==> config.mk <==
export PLATFORM = sky130hd
export DESIGN_NAME = ir_remote_key_encoder
export DESIGN_NICKNAME = d
export VERILOG_FILES = /design/src/include/ir_remote_pkg.sv /design/src/include/ir_tx_if.sv /design/src/rtl/key_code_map.sv /design/src/rtl/ir_frame_tx.sv /design/src/rtl/ir_remote_key_encoder.sv
export SDC_FILE = /design/constraint.sdc
export NUM_CORES = 1
export LEC_CHECK = 0
export BUFFER_PORTS_ARGS = -buffer_cell sky130_fd_sc_hd__buf_2
export CAP_MARGIN = 20
export CORE_MARGIN = 2
export CORE_UTILIZATION = 45
export CTS_BUF_LIST = sky130_fd_sc_hd__clkbuf_8
export CTS_CLUSTER_DIAMETER = 200
export DETAILED_ROUTE_END_ITERATION = 16
export GPL_ROUTABILITY_DRIVEN = 0
export HOLD_SLACK_MARGIN = 0.05
export MAX_ROUTING_LAYER = met4
export PLACE_DENSITY = 0.63
export SETUP_SLACK_MARGIN = 0.02
export SKIP_CTS_REPAIR_TIMING = 1
export SLEW_MARGIN = 20
export SYNTH_ARGS = -nofsm -noshare
export SYNTH_HDL_FRONTEND = slang
export SYNTH_SLANG_ARGS = --single-unit
export TNS_END_PERCENT = 5
==> constraint.sdc <==
create_clock -name hclk -period 5.5 [get_ports hclk]
set_input_delay 0 -clock hclk [delete_from_list [all_inputs] [get_ports hclk]]
set_output_delay 0 -clock hclk [all_outputs]
set_load 0.005 [all_outputs]
==> src/include/ir_remote_pkg.sv <==
// Constants, register map and timing for the infrared key encoder.
// Assumes a 100 MHz bus clock and an AHB-Lite register slave.
// What this block does
// - Scan 8 columns by 6 rows, 48 keys
// - Five strobes driven one at a time
// - Custom-code line picks the frame custom code
// - Reset while pin low, resume when high
// - Standby after reset and after empty passes
// - Standby stops oscillator, strobes low
// - Standby holds custom-code line high
// - Any key going low wakes the device
// - Carrier near 37.91 kHz from 455 kHz
// - Repeat frames while key stays down
// - Two keys together give no code, except a direct key with a strobed key in its column
// - Keys 1-32 code is key-1 plus 32 times page
// - Keys 33-48 use fixed lookup per page
// - Carrier is oscillator divided by twelve
// - Carrier high one third of period
package ir_remote_pkg;
   // Oscillator model and carrier
   localparam int unsigned CLK_FREQ_HZ  = 100_000_000;
   localparam int unsigned OSC_FREQ_HZ  = 455_000;
   localparam int unsigned OSC_DIV      = CLK_FREQ_HZ / OSC_FREQ_HZ;
   localparam int unsigned CAR_DIV      = 12;
   localparam int unsigned CAR_HIGH     = CAR_DIV / 3;
   localparam int unsigned SETTLE_TICKS = 2;
   // Frame timing in carrier periods
   localparam int unsigned LEAD_MARK_CAR  = 342;
   localparam int unsigned LEAD_SPACE_CAR = 171;
   localparam int unsigned BIT_MARK_CAR   = 21;
   localparam int unsigned ZERO_SPACE_CAR = 21;
   localparam int unsigned ONE_SPACE_CAR  = 64;
   localparam int unsigned FRAME_INT_CAR  = 4096;
   // Register map
   localparam logic [7:0]  CTRL_OFS         = 8'h00;
   localparam logic [7:0]  STATUS_OFS       = 8'h04;
   localparam logic [7:0]  CUSTOM_OFS       = 8'h08;
   localparam logic [2:0]  HSIZE_WORD       = 3'h2;
   localparam logic        CTRL_TX_EN_RESET = 1'b1;
   localparam logic [7:0]  CUSTOM_LO_RESET  = 8'h00;
   localparam logic [7:0]  CUSTOM_HI_RESET  = 8'hFF;
   localparam int unsigned ST_STANDBY_BIT   = 0;
   localparam int unsigned ST_BUSY_BIT      = 1;
   localparam int unsigned ST_MULTI_BIT     = 2;
   localparam int unsigned ST_CODE_LSB      = 8;
   localparam int unsigned ST_PAGE_LSB      = 16;
   localparam int unsigned ST_CUSTOM_BIT    = 19;
   localparam int unsigned CUSTOM_HI_LSB    = 8;
endpackage : ir_remote_pkg

==> src/include/ir_tx_if.sv <==
// Link between the key scanner and the frame transmitter.
// Assumes both ends run on hclk.
`timescale 1ns/100ps
interface ir_tx_if;
   logic        osc_tick;
   logic        start;
   logic [15:0] frame_word;
   logic        busy;
   modport ctl (output osc_tick, output start, output frame_word, input busy);
   modport tx  (input osc_tick, input start, input frame_word, output busy);
endinterface : ir_tx_if

==> src/rtl/key_code_map.sv <==
// Key number and code page to 8-bit key code.
// Assumes key numbers 1 to 48; others give a don't-care code.
`timescale 1ns/100ps
module key_code_map (
   // Key and code page
   input  wire logic [5:0] key_num,
   input  wire logic [2:0] page,
   // Resulting code
   output logic      [7:0] code
);
   // One byte per page, page 0 lowest; irregular entries are intentional
   localparam logic [63:0] EXT_TABLE [16] = '{
      64'h00E0C0A080504020, 64'h01E1C1A181514121, 64'h02E2C2A282524222,
      64'h03E3C3A383534323, 64'h14F4D4B494745434, 64'h15F5D5B595755535,
      64'h16F6D6B696765636, 64'h17F7D7B797775737, 64'h3818F8D8B8987858,
      64'h3919F9D9B99A7959, 64'h3A1AFADABA9B7A5A, 64'h3B1BFBDBBB9C7B5B,
      64'h7C5C3C1CFCDCBC9C, 64'h7D5D3D1DFDDDBD9D, 64'h7E5E3E1EFEDEBE9E,
      64'h7F5F3F1FFFDFBF9F};
   wire [5:0]  key_m1  = key_num - 6'h01;
   wire [5:0]  ext_idx = key_num - 6'h21;
   wire [63:0] ext_row = EXT_TABLE[ext_idx[3:0]];
   wire [7:0]  simple  = {page, key_m1[4:0]};
   wire [7:0]  ext     = ext_row[{page, 3'h0} +: 8];
   assign code = (key_num <= 6'h20) ? simple : ext;
endmodule : key_code_map

==> src/rtl/ir_frame_tx.sv <==
// Frame serializer and carrier modulator.
// Assumes osc_tick pulses once per oscillator period and stops in standby.
`timescale 1ns/100ps
module ir_frame_tx #(
   parameter int unsigned LEAD_MARK  = ir_remote_pkg::LEAD_MARK_CAR,
   parameter int unsigned LEAD_SPACE = ir_remote_pkg::LEAD_SPACE_CAR,
   parameter int unsigned BIT_MARK   = ir_remote_pkg::BIT_MARK_CAR,
   parameter int unsigned ZERO_SPACE = ir_remote_pkg::ZERO_SPACE_CAR,
   parameter int unsigned ONE_SPACE  = ir_remote_pkg::ONE_SPACE_CAR,
   parameter int unsigned FRAME_INT  = ir_remote_pkg::FRAME_INT_CAR
) (
   // Clock and reset
   input  wire logic hclk,
   input  wire logic hresetn,
   // Request from the scanner
   ir_tx_if.tx       link,
   // Modulated output
   output logic      ir_out
);
   typedef enum logic [2:0] {TX_IDLE, TX_LEAD_MARK, TX_LEAD_SPACE, TX_BIT_MARK,
                             TX_BIT_SPACE, TX_STOP, TX_WAIT} tx_state_e;
   tx_state_e   state_reg;
   logic [3:0]  car_cnt_reg;
   logic [3:0]  bit_reg;
   logic [15:0] seg_reg;
   logic [15:0] frame_reg;
   logic [15:0] shift_reg;
   wire         car_wrap  = link.osc_tick && car_cnt_reg == 4'(ir_remote_pkg::CAR_DIV - 1);
   wire         seg_done  = car_wrap && seg_reg == 16'h0000;
   wire         marking   = state_reg inside {TX_LEAD_MARK, TX_BIT_MARK, TX_STOP};
   wire [15:0]  space_len = shift_reg[0] ? 16'(ONE_SPACE - 1) : 16'(ZERO_SPACE - 1);
   assign link.busy = state_reg != TX_IDLE;

   always_ff @(posedge hclk or negedge hresetn) begin
      if (!hresetn) begin
         state_reg   <= TX_IDLE;
         car_cnt_reg <= 4'h0;
         bit_reg     <= 4'h0;
         seg_reg     <= 16'h0000;
         frame_reg   <= 16'h0000;
         shift_reg   <= 16'h0000;
         ir_out      <= 1'b0;
      end else begin
         // High for a third of each period
         ir_out <= marking && car_cnt_reg < 4'(ir_remote_pkg::CAR_HIGH);
         if (state_reg == TX_IDLE) begin
            car_cnt_reg <= 4'h0;
            frame_reg   <= 16'h0000;
            // Start on a tick so every carrier pulse is whole
            if (link.start && link.osc_tick) begin
               state_reg <= TX_LEAD_MARK;
               seg_reg   <= 16'(LEAD_MARK - 1);
               shift_reg <= link.frame_word;
               bit_reg   <= 4'h0;
            end
         end else begin
            if (link.osc_tick) begin
               car_cnt_reg <= car_wrap ? 4'h0 : car_cnt_reg + 4'h1;
            end
            if (car_wrap) begin
               frame_reg <= frame_reg + 16'h0001;
               seg_reg   <= seg_reg - 16'h0001;
            end
            if (seg_done) begin
               unique case (state_reg)
                  TX_LEAD_MARK: begin
                     state_reg <= TX_LEAD_SPACE;
                     seg_reg   <= 16'(LEAD_SPACE - 1);
                  end
                  TX_LEAD_SPACE: begin
                     state_reg <= TX_BIT_MARK;
                     seg_reg   <= 16'(BIT_MARK - 1);
                  end
                  TX_BIT_MARK: begin
                     state_reg <= TX_BIT_SPACE;
                     seg_reg   <= space_len;
                  end
                  TX_BIT_SPACE: begin
                     state_reg <= (bit_reg == 4'hF) ? TX_STOP : TX_BIT_MARK;
                     seg_reg   <= 16'(BIT_MARK - 1);
                     shift_reg <= shift_reg >> 1;
                     bit_reg   <= bit_reg + 4'h1;
                  end
                  TX_STOP: state_reg <= TX_WAIT;
                  TX_WAIT, TX_IDLE: ;
                  default: state_reg <= TX_IDLE;
               endcase
            end
            if (state_reg == TX_WAIT && frame_reg >= 16'(FRAME_INT - 1)) begin
               state_reg <= TX_IDLE;
            end
         end
      end
   end
endmodule : ir_frame_tx

==> src/rtl/ir_remote_key_encoder.sv <==
// Key-matrix infrared remote encoder with an AHB-Lite status port.
// Assumes key inputs are synchronous to hclk and pulled up on the board.
`timescale 1ns/100ps
module ir_remote_key_encoder #(
   parameter int unsigned OSC_DIV    = ir_remote_pkg::OSC_DIV,
   parameter int unsigned LEAD_MARK  = ir_remote_pkg::LEAD_MARK_CAR,
   parameter int unsigned LEAD_SPACE = ir_remote_pkg::LEAD_SPACE_CAR,
   parameter int unsigned BIT_MARK   = ir_remote_pkg::BIT_MARK_CAR,
   parameter int unsigned ZERO_SPACE = ir_remote_pkg::ZERO_SPACE_CAR,
   parameter int unsigned ONE_SPACE  = ir_remote_pkg::ONE_SPACE_CAR,
   parameter int unsigned FRAME_INT  = ir_remote_pkg::FRAME_INT_CAR
) (
   // Clock and reset
   input  wire logic        hclk,
   input  wire logic        hresetn,
   // AHB-Lite slave
   input  wire logic        hsel,
   input  wire logic [31:0] haddr,
   input  wire logic [1:0]  htrans,
   input  wire logic        hwrite,
   input  wire logic [2:0]  hsize,
   input  wire logic [31:0] hwdata,
   input  wire logic        hready,
   output logic      [31:0] hrdata,
   output logic             hreadyout,
   output logic             hresp,
   // Key matrix
   input  wire logic [3:0]  key_input_low_group,
   input  wire logic [3:0]  key_input_high_group,
   output logic      [3:0]  scan_strobe_lines,
   output logic             scan_strobe_four_line,
   // Custom-code line, two-way
   input  wire logic        custom_code_select_line_in,
   output logic             custom_code_select_line_out,
   output logic             custom_code_select_line_oe,
   // Code page diodes
   input  wire logic [2:0]  code_page_select_diodes,
   // Infrared output
   output logic             ir_transmit_output
);
   localparam int OSC_W = $clog2(OSC_DIV);
   typedef enum logic [1:0] {ST_STANDBY, ST_SCAN, ST_SEND, ST_WAIT} scan_state_e;

   function automatic logic [3:0] count_ones(input logic [7:0] v);
      logic [3:0] n;
      n = 4'h0;
      for (int i = 0; i < 8; i++) begin
         n = n + {3'h0, v[i]};
      end
      return n;
   endfunction : count_ones

   function automatic logic [2:0] lowest_col(input logic [7:0] v);
      logic [2:0] c;
      c = 3'h0;
      for (int i = 7; i >= 0; i--) begin
         if (v[i]) begin
            c = 3'(i);
         end
      end
      return c;
   endfunction : lowest_col

   scan_state_e state_reg;
   scan_state_e state_next;
   logic [2:0]       row_reg;
   logic [1:0]       settle_reg;
   logic [7:0]       direct_mask_reg;
   logic [1:0]       key_cnt_reg;
   logic [5:0]       key_num_reg;
   logic [7:0]       last_code_reg;
   logic             multi_reg;
   logic             custom_sel_reg;
   logic             start_reg;
   logic [4:0]       strobe_reg;
   logic             cc_oe_reg;
   logic [OSC_W-1:0] osc_cnt_reg;
   logic             osc_tick_reg;
   logic [2:0]       page_reg;
   logic             page_taken_reg;
   logic             tx_en_reg;
   logic [7:0]       custom_lo_reg;
   logic [7:0]       custom_hi_reg;
   logic             wr_pend_reg;
   logic [7:0]       wr_addr_reg;
   logic [31:0]      hrdata_reg;
   logic [7:0]       key_code;
   ir_tx_if tx_link ();

   // Low level on either group marks a key
   wire [7:0] key_low    = ~{key_input_high_group, key_input_low_group};
   wire       any_key    = |key_low;
   wire       st_standby = state_reg == ST_STANDBY;
   wire       st_scan    = state_reg == ST_SCAN;
   wire       direct_row = row_reg == 3'h0;
   wire       row_sample = st_scan && osc_tick_reg &&
                           settle_reg == 2'(ir_remote_pkg::SETTLE_TICKS - 1);
   wire       pass_end   = row_sample && row_reg == 3'h5;
   // Keys without a strobe show in every row, so they are masked out
   wire [7:0] row_hits   = direct_row ? key_low : key_low & ~direct_mask_reg;
   wire [3:0] cnt_sum    = {2'h0, key_cnt_reg} + count_ones(row_hits);
   wire [1:0] cnt_next   = (cnt_sum > 4'h2) ? 2'h2 : cnt_sum[1:0];
   // Strobe rows give keys 1-40, direct row 41-48
   wire [5:0] row_base   = direct_row ? 6'h28 : {row_reg - 3'h1, 3'h0};
   wire [5:0] hit_key    = row_base + {3'h0, lowest_col(row_hits)} + 6'h01;
   wire       scan_restart = state_next == ST_SCAN && (!st_scan || pass_end);
   // One strobe low per row, none for the direct row
   wire [4:0] strobe_next = st_standby ? 5'h00 :
                            (st_scan && !direct_row) ? ~(5'h01 << (row_reg - 3'h1)) : 5'h1F;
   // Custom code chosen by the sampled line
   wire [7:0] custom_code = custom_sel_reg ? custom_hi_reg : custom_lo_reg;

   key_code_map u_map (
      .key_num (key_num_reg),
      .page    (page_reg),
      .code    (key_code)
   );

   assign tx_link.osc_tick   = osc_tick_reg;
   assign tx_link.start      = start_reg;
   assign tx_link.frame_word = {key_code, custom_code};

   ir_frame_tx #(
      .LEAD_MARK  (LEAD_MARK),
      .LEAD_SPACE (LEAD_SPACE),
      .BIT_MARK   (BIT_MARK),
      .ZERO_SPACE (ZERO_SPACE),
      .ONE_SPACE  (ONE_SPACE),
      .FRAME_INT  (FRAME_INT)
   ) u_tx (
      .hclk    (hclk),
      .hresetn (hresetn),
      .link    (tx_link.tx),
      .ir_out  (ir_transmit_output)
   );

   always_comb begin
      state_next = state_reg;
      unique case (state_reg)
         ST_STANDBY: begin
            if (any_key) begin
               state_next = ST_SCAN;
            end
         end
         ST_SCAN: begin
            if (pass_end) begin
               if (cnt_next == 2'h0) begin
                  state_next = ST_STANDBY;
               end else if (cnt_next == 2'h1 && tx_en_reg) begin
                  // Only a lone key is sent
                  state_next = ST_SEND;
               end
            end
         end
         ST_SEND: begin
            if (tx_link.busy) begin
               state_next = ST_WAIT;
            end
         end
         ST_WAIT: begin
            if (!tx_link.busy) begin
               state_next = ST_SCAN;
            end
         end
      endcase
   end

   always_ff @(posedge hclk or negedge hresetn) begin
      if (!hresetn) begin
         state_reg    <= ST_STANDBY;
         start_reg    <= 1'b0;
         strobe_reg   <= 5'h00;
         cc_oe_reg    <= 1'b1;
      end else begin
         state_reg    <= state_next;
         start_reg    <= state_next == ST_SEND;
         strobe_reg   <= strobe_next;
         // Custom line driven high in standby
         cc_oe_reg    <= state_next == ST_STANDBY;
      end
   end

   always_ff @(posedge hclk or negedge hresetn) begin
      if (!hresetn) begin
         osc_cnt_reg  <= '0;
         osc_tick_reg <= 1'b0;
      end else if (st_standby) begin
         osc_cnt_reg  <= '0;
         osc_tick_reg <= 1'b0;
      end else begin
         // Oscillator rate from the bus clock
         osc_tick_reg <= osc_cnt_reg == OSC_W'(OSC_DIV - 1);
         osc_cnt_reg  <= (osc_cnt_reg == OSC_W'(OSC_DIV - 1)) ? '0 : osc_cnt_reg + 1'b1;
      end
   end

   always_ff @(posedge hclk or negedge hresetn) begin
      if (!hresetn) begin
         row_reg         <= 3'h0;
         settle_reg      <= 2'h0;
         direct_mask_reg <= 8'h00;
         key_cnt_reg     <= 2'h0;
         key_num_reg     <= 6'h01;
         multi_reg       <= 1'b0;
         custom_sel_reg  <= 1'b0;
      end else if (scan_restart) begin
         row_reg         <= 3'h0;
         settle_reg      <= 2'h0;
         direct_mask_reg <= 8'h00;
         key_cnt_reg     <= 2'h0;
         // A crowded pass rescans, so its verdict is kept here too
         if (pass_end) begin
            multi_reg      <= cnt_next == 2'h2;
            custom_sel_reg <= custom_code_select_line_in;
         end
      end else if (row_sample) begin
         row_reg         <= row_reg + 3'h1;
         settle_reg      <= 2'h0;
         key_cnt_reg     <= cnt_next;
         if (direct_row) begin
            direct_mask_reg <= key_low;
         end
         if (key_cnt_reg == 2'h0 && row_hits != 8'h00) begin
            key_num_reg  <= hit_key;
         end
         if (pass_end) begin
            multi_reg      <= cnt_next == 2'h2;
            custom_sel_reg <= custom_code_select_line_in;
         end
      end else if (st_scan && osc_tick_reg) begin
         settle_reg      <= settle_reg + 2'h1;
      end
   end

   // Diode pattern taken once after reset
   always_ff @(posedge hclk or negedge hresetn) begin
      if (!hresetn) begin
         page_reg       <= 3'h0;
         page_taken_reg <= 1'b0;
         last_code_reg  <= 8'h00;
      end else begin
         if (!page_taken_reg) begin
            page_reg       <= code_page_select_diodes;
            page_taken_reg <= 1'b1;
         end
         if (start_reg) begin
            last_code_reg  <= key_code;
         end
      end
   end

   // Bus slave: zero wait, read data captured in the address phase
   wire        ahb_take  = hsel && htrans[1] && hready;
   wire        ahb_wr    = ahb_take && hwrite && hsize == ir_remote_pkg::HSIZE_WORD;
   wire [31:0] status_word = (32'(st_standby) << ir_remote_pkg::ST_STANDBY_BIT) |
                             (32'(tx_link.busy) << ir_remote_pkg::ST_BUSY_BIT) |
                             (32'(multi_reg) << ir_remote_pkg::ST_MULTI_BIT) |
                             (32'(last_code_reg) << ir_remote_pkg::ST_CODE_LSB) |
                             (32'(page_reg) << ir_remote_pkg::ST_PAGE_LSB) |
                             (32'(custom_sel_reg) << ir_remote_pkg::ST_CUSTOM_BIT);
   wire [31:0] read_word =
      (haddr[7:0] == ir_remote_pkg::CTRL_OFS)   ? {31'h0, tx_en_reg} :
      (haddr[7:0] == ir_remote_pkg::STATUS_OFS) ? status_word :
      (haddr[7:0] == ir_remote_pkg::CUSTOM_OFS) ? {16'h0, custom_hi_reg, custom_lo_reg} :
      32'h0;

   always_ff @(posedge hclk or negedge hresetn) begin
      if (!hresetn) begin
         wr_pend_reg   <= 1'b0;
         wr_addr_reg   <= 8'h00;
         hrdata_reg    <= 32'h0;
         tx_en_reg     <= ir_remote_pkg::CTRL_TX_EN_RESET;
         custom_lo_reg <= ir_remote_pkg::CUSTOM_LO_RESET;
         custom_hi_reg <= ir_remote_pkg::CUSTOM_HI_RESET;
      end else begin
         wr_pend_reg   <= ahb_wr;
         wr_addr_reg   <= haddr[7:0];
         hrdata_reg    <= (ahb_take && !hwrite) ? read_word : 32'h0;
         if (wr_pend_reg && wr_addr_reg == ir_remote_pkg::CTRL_OFS) begin
            tx_en_reg     <= hwdata[0];
         end
         if (wr_pend_reg && wr_addr_reg == ir_remote_pkg::CUSTOM_OFS) begin
            custom_lo_reg <= hwdata[7:0];
            custom_hi_reg <= hwdata[ir_remote_pkg::CUSTOM_HI_LSB +: 8];
         end
      end
   end

   assign hrdata                      = hrdata_reg;
   assign hreadyout                   = 1'b1;
   assign hresp                       = 1'b0;
   assign scan_strobe_lines           = strobe_reg[3:0];
   assign scan_strobe_four_line       = strobe_reg[4];
   assign custom_code_select_line_out = 1'b1;
   assign custom_code_select_line_oe  = cc_oe_reg;

   // Helper: oscillator ticks seen while the carrier is high
   logic [3:0] hi_ticks_reg;
   always_ff @(posedge hclk or negedge hresetn) begin
      if (!hresetn) begin
         hi_ticks_reg <= 4'h0;
      end else if (!ir_transmit_output) begin
         hi_ticks_reg <= 4'h0;
      end else if (osc_tick_reg) begin
         hi_ticks_reg <= hi_ticks_reg + 4'h1;
      end
   end
endmodule : ir_remote_key_encoder

==> metrics.cfg <==
[outcome]
status = finished, final reports clean

[setup_path]
slowest_stage = fa_1
worstPathMaxFanout = 6
critPathRequiredTime_ns = 5.86
path_class = reg2reg
crit_top_cell = fa_1
critPathMaxStageDelay_ns = 0.57
worstSetupEndpointType = flop
cp.arrival_ns = 5.40
startpoint_type = flop
path_cells = inv_1 -> ha_1 -> nand2b_1 -> a21oi_1 -> fa_1 -> inv_1 -> fa_1 -> inv_1 -> fa_1 -> fa_1 -> inv_1 -> fa_1 -> nor2_1 -> a31oi_1 -> nor3b_1 -> a31o_2 -> and2_1 -> mux2_2

[cells_and_area]
diodes = 0
largest_reg_flops = 20
drive_gt1_share_pct = 18.0
nets = 1045
syn_to_final_growth_pct = 16.4
final_cells = 1172
finalInstanceArea_sq_um = 9480

[timing]
slew_headroom_pct = 34.2
drv_slew = 0
tightest_slew_ns = 0.984
setup_viol = 0
layout_min_cycle_time_ns = 5.05
max_freq_mhz = 198
final_hold_viol_count = 0
min_period_over_period_pct = 91.7
final.setup.tns_ns = 0
grt_setup_unrepaired = no
hold-worst-slack_ns = 0.117
setup_slack_ns = 0.454
fin_worst_skew_ns = 0.0142

[place]
port_buffers = 71
place_area_sq_um = 8650
hpwl_microns = 11800
dp_cells = 1098
dp_slack_ns = 0.460

[synth]
yosys.area.top_type_share_pct = 45.5
postSynthAreaPerCell_sq_um = 9.89
synth_edf_count = 0
synthDistinctLibCells = 74
async_flop_share_pct = 100
seq_area_frac_synth_pct = 49.0
yosysWarnings = 0
synth_cells = 823
synth_flop_cell = dfrtp_1
yosysTopAreaCell = dfrtp_1
netlist_area_sq_um = 8140
yosys-top-cells-area = dfrtp_1, nor2_1, mux2_2
synth_seq_cells = 159

[cts]
clockBufferDepth = 2
numCtsBuffers = 17
cts.htree.levels = 4
clk_pin_slew_worst_paths_ns = 0.10
tritoncts = yes
cts_root_buffer = clkbuf_8
clk_latency_ns = 0.47
cts_num_sinks = 159

[min_path]
hold_path.class = in2reg

[global_routing]
grt.total_usage_pct = 19.3
grt_pass1_wl_microns = 29100
grt_pass1_vias = 5917
grt_max_degree = 92
antenna_found_initial = 0
overflow = 0

[floorplanning]
core.rowCount = 49
die_w_microns = 139
start_util_pct = 45.6
die_y_microns = 139
ios = 128
core_area_sq_um = 17800
fp.dieArea_sq_um = 19200

[drt]
vias = 6148
wire_per_inst_microns = 15.1
drt_first_pass_iters = 5
avgViaCountPerCell = 5.25
drt-initial-drc-count = 422
route.detailed.drc = 0
finalWirelength_microns = 17700
postRouteAntennaNets = 0

[power]
power_density_nw_per_um2 = 252
irDropWorstVdd_uv = 145
leakage_nw = 4.35

[job]
cap_violations = 0

## synthesized netlist by cell type, types with 4 or more instances
master	count
nand3_1	18
mux2_2	28
dfstp_2	11
nand4_1	13
and2_1	6
a22o_1	8
nor3_1	13
mux2i_1	18
xnor2_1	15
a31oi_1	11
or2_2	5
nor2_1	120
ha_1	23
o21ai_0	42
clkbuf_1	21
a22oi_1	11
buf_1	4
xor2_1	14
nor3b_1	4
buf_4	17
a21oi_1	58
inv_1	33
nor2b_1	4
fa_1	6
and3_1	14
nor4_1	6
nand2b_1	9
nand2_1	60
dfrtp_1	148
a211oi_1	7
or3_1	4
a21o_1	9
## logic make-up (layout without fill, tap and decap cells)
logic type / Yosys count / in the layout / share of synthesized area [%]
XOR/XNOR: 29 / 29 / 3.12
adder cells (fa/ha/maj): 30 / 30 / 5.15
buffers and inverters: 80 / 186 / 4.69
multiplexers: 46 / 46 / 6.08
AO/OA/AOI/OAI: 178 / 178 / 13.6
flip-flops: 159 / 159 / 49.0
AND/OR/NAND/NOR: 299 / 299 / 18.2
other: 2 / 16 / 0.0922
## critical path: cells and delay by family (launching register included)
family / cells / cell delay [ns]
fa+ha+maj: 6 / 2.45
mux: 1 / 0.36
compound gates: 3 / 0.52
buf+inv: 4 / 0.30
simple gates: 4 / 0.84
flops: 1 / 0.45
## stage by stage
step	total power [W]	util (%)
floorplan	0.00141	-
global placement	0.00149	48.5
detailed placement	0.00149	48.5
CTS	0.00239	50.7
global route	0.00251	53.1
finish	0.00239	53.1
## per-layer routing
layer / wire length (microns) / share of wire [%] / track usage [%]
met4: 218 / 1.2 / 6.23
met5: 0 / 0 / -
met3: 596 / 3.4 / 4.16
met2: 8620 / 49 / 29.1
met1: 8300 / 47 / 26.3
## worst paths after layout
kind	to	cells after the start	startpoint	slack (ns)
max in group asynchronous	custom_lo_reg[0]	3	hresetn	3.97
min in group asynchronous	u_tx.frame_reg[8]	2	hresetn	0.15
worst min-delay path	hrdata[5]	4	htrans[1]	0.12
worst max register to register	key_num_reg[5]	18	row_reg[0]	0.45
worst max-delay path	key_num_reg[5]	18	row_reg[0]	0.45
worst min register to register	u_tx.shift_reg[10]	2	u_tx.shift_reg[10]	0.48
## cell type report
| cell class | instances | area (sq um) |
|---|---|---|
| fillers | 1626 | 8360 |
| flip-flops and latches | 159 | 3990 |
| multi-input cells | 598 | 3830 |
| repair buffers | 120 | 835 |
| well taps | 229 | 287 |
| clock buffers | 18 | 248 |
| clock inverters | 14 | 158 |
| inverters | 34 | 128 |
## cells in the final DEF, fill, tap and decap left out, drive strengths merged, types with 7 or more instances in the layout
cell type    count
dfrtp          148
nor2           120
buf             78
nand2           60
a21oi           59
o21ai           43
dlygate4sd3     42
inv             39
mux2            28
ha              23
nand3           18
mux2i           18
clkbuf          18
conb            16
xnor2           15
nor3            15
xor2            14
and3            14
nand4           13
a31oi           11
a22oi           11
dfstp           11
a21o             9
nand2b           9
a22o             8
nor4             8
a211oi           7
## power breakdown
| part | switching [W] | internal (W) |
|---|---|---|
| logic | 0.000128 | 0.000108 |
| clock network | 0.000475 | 0.000423 |
| registers | 0.0000417 | 0.00121 |
No activity file was read; power rests on OpenSTA's default activity.
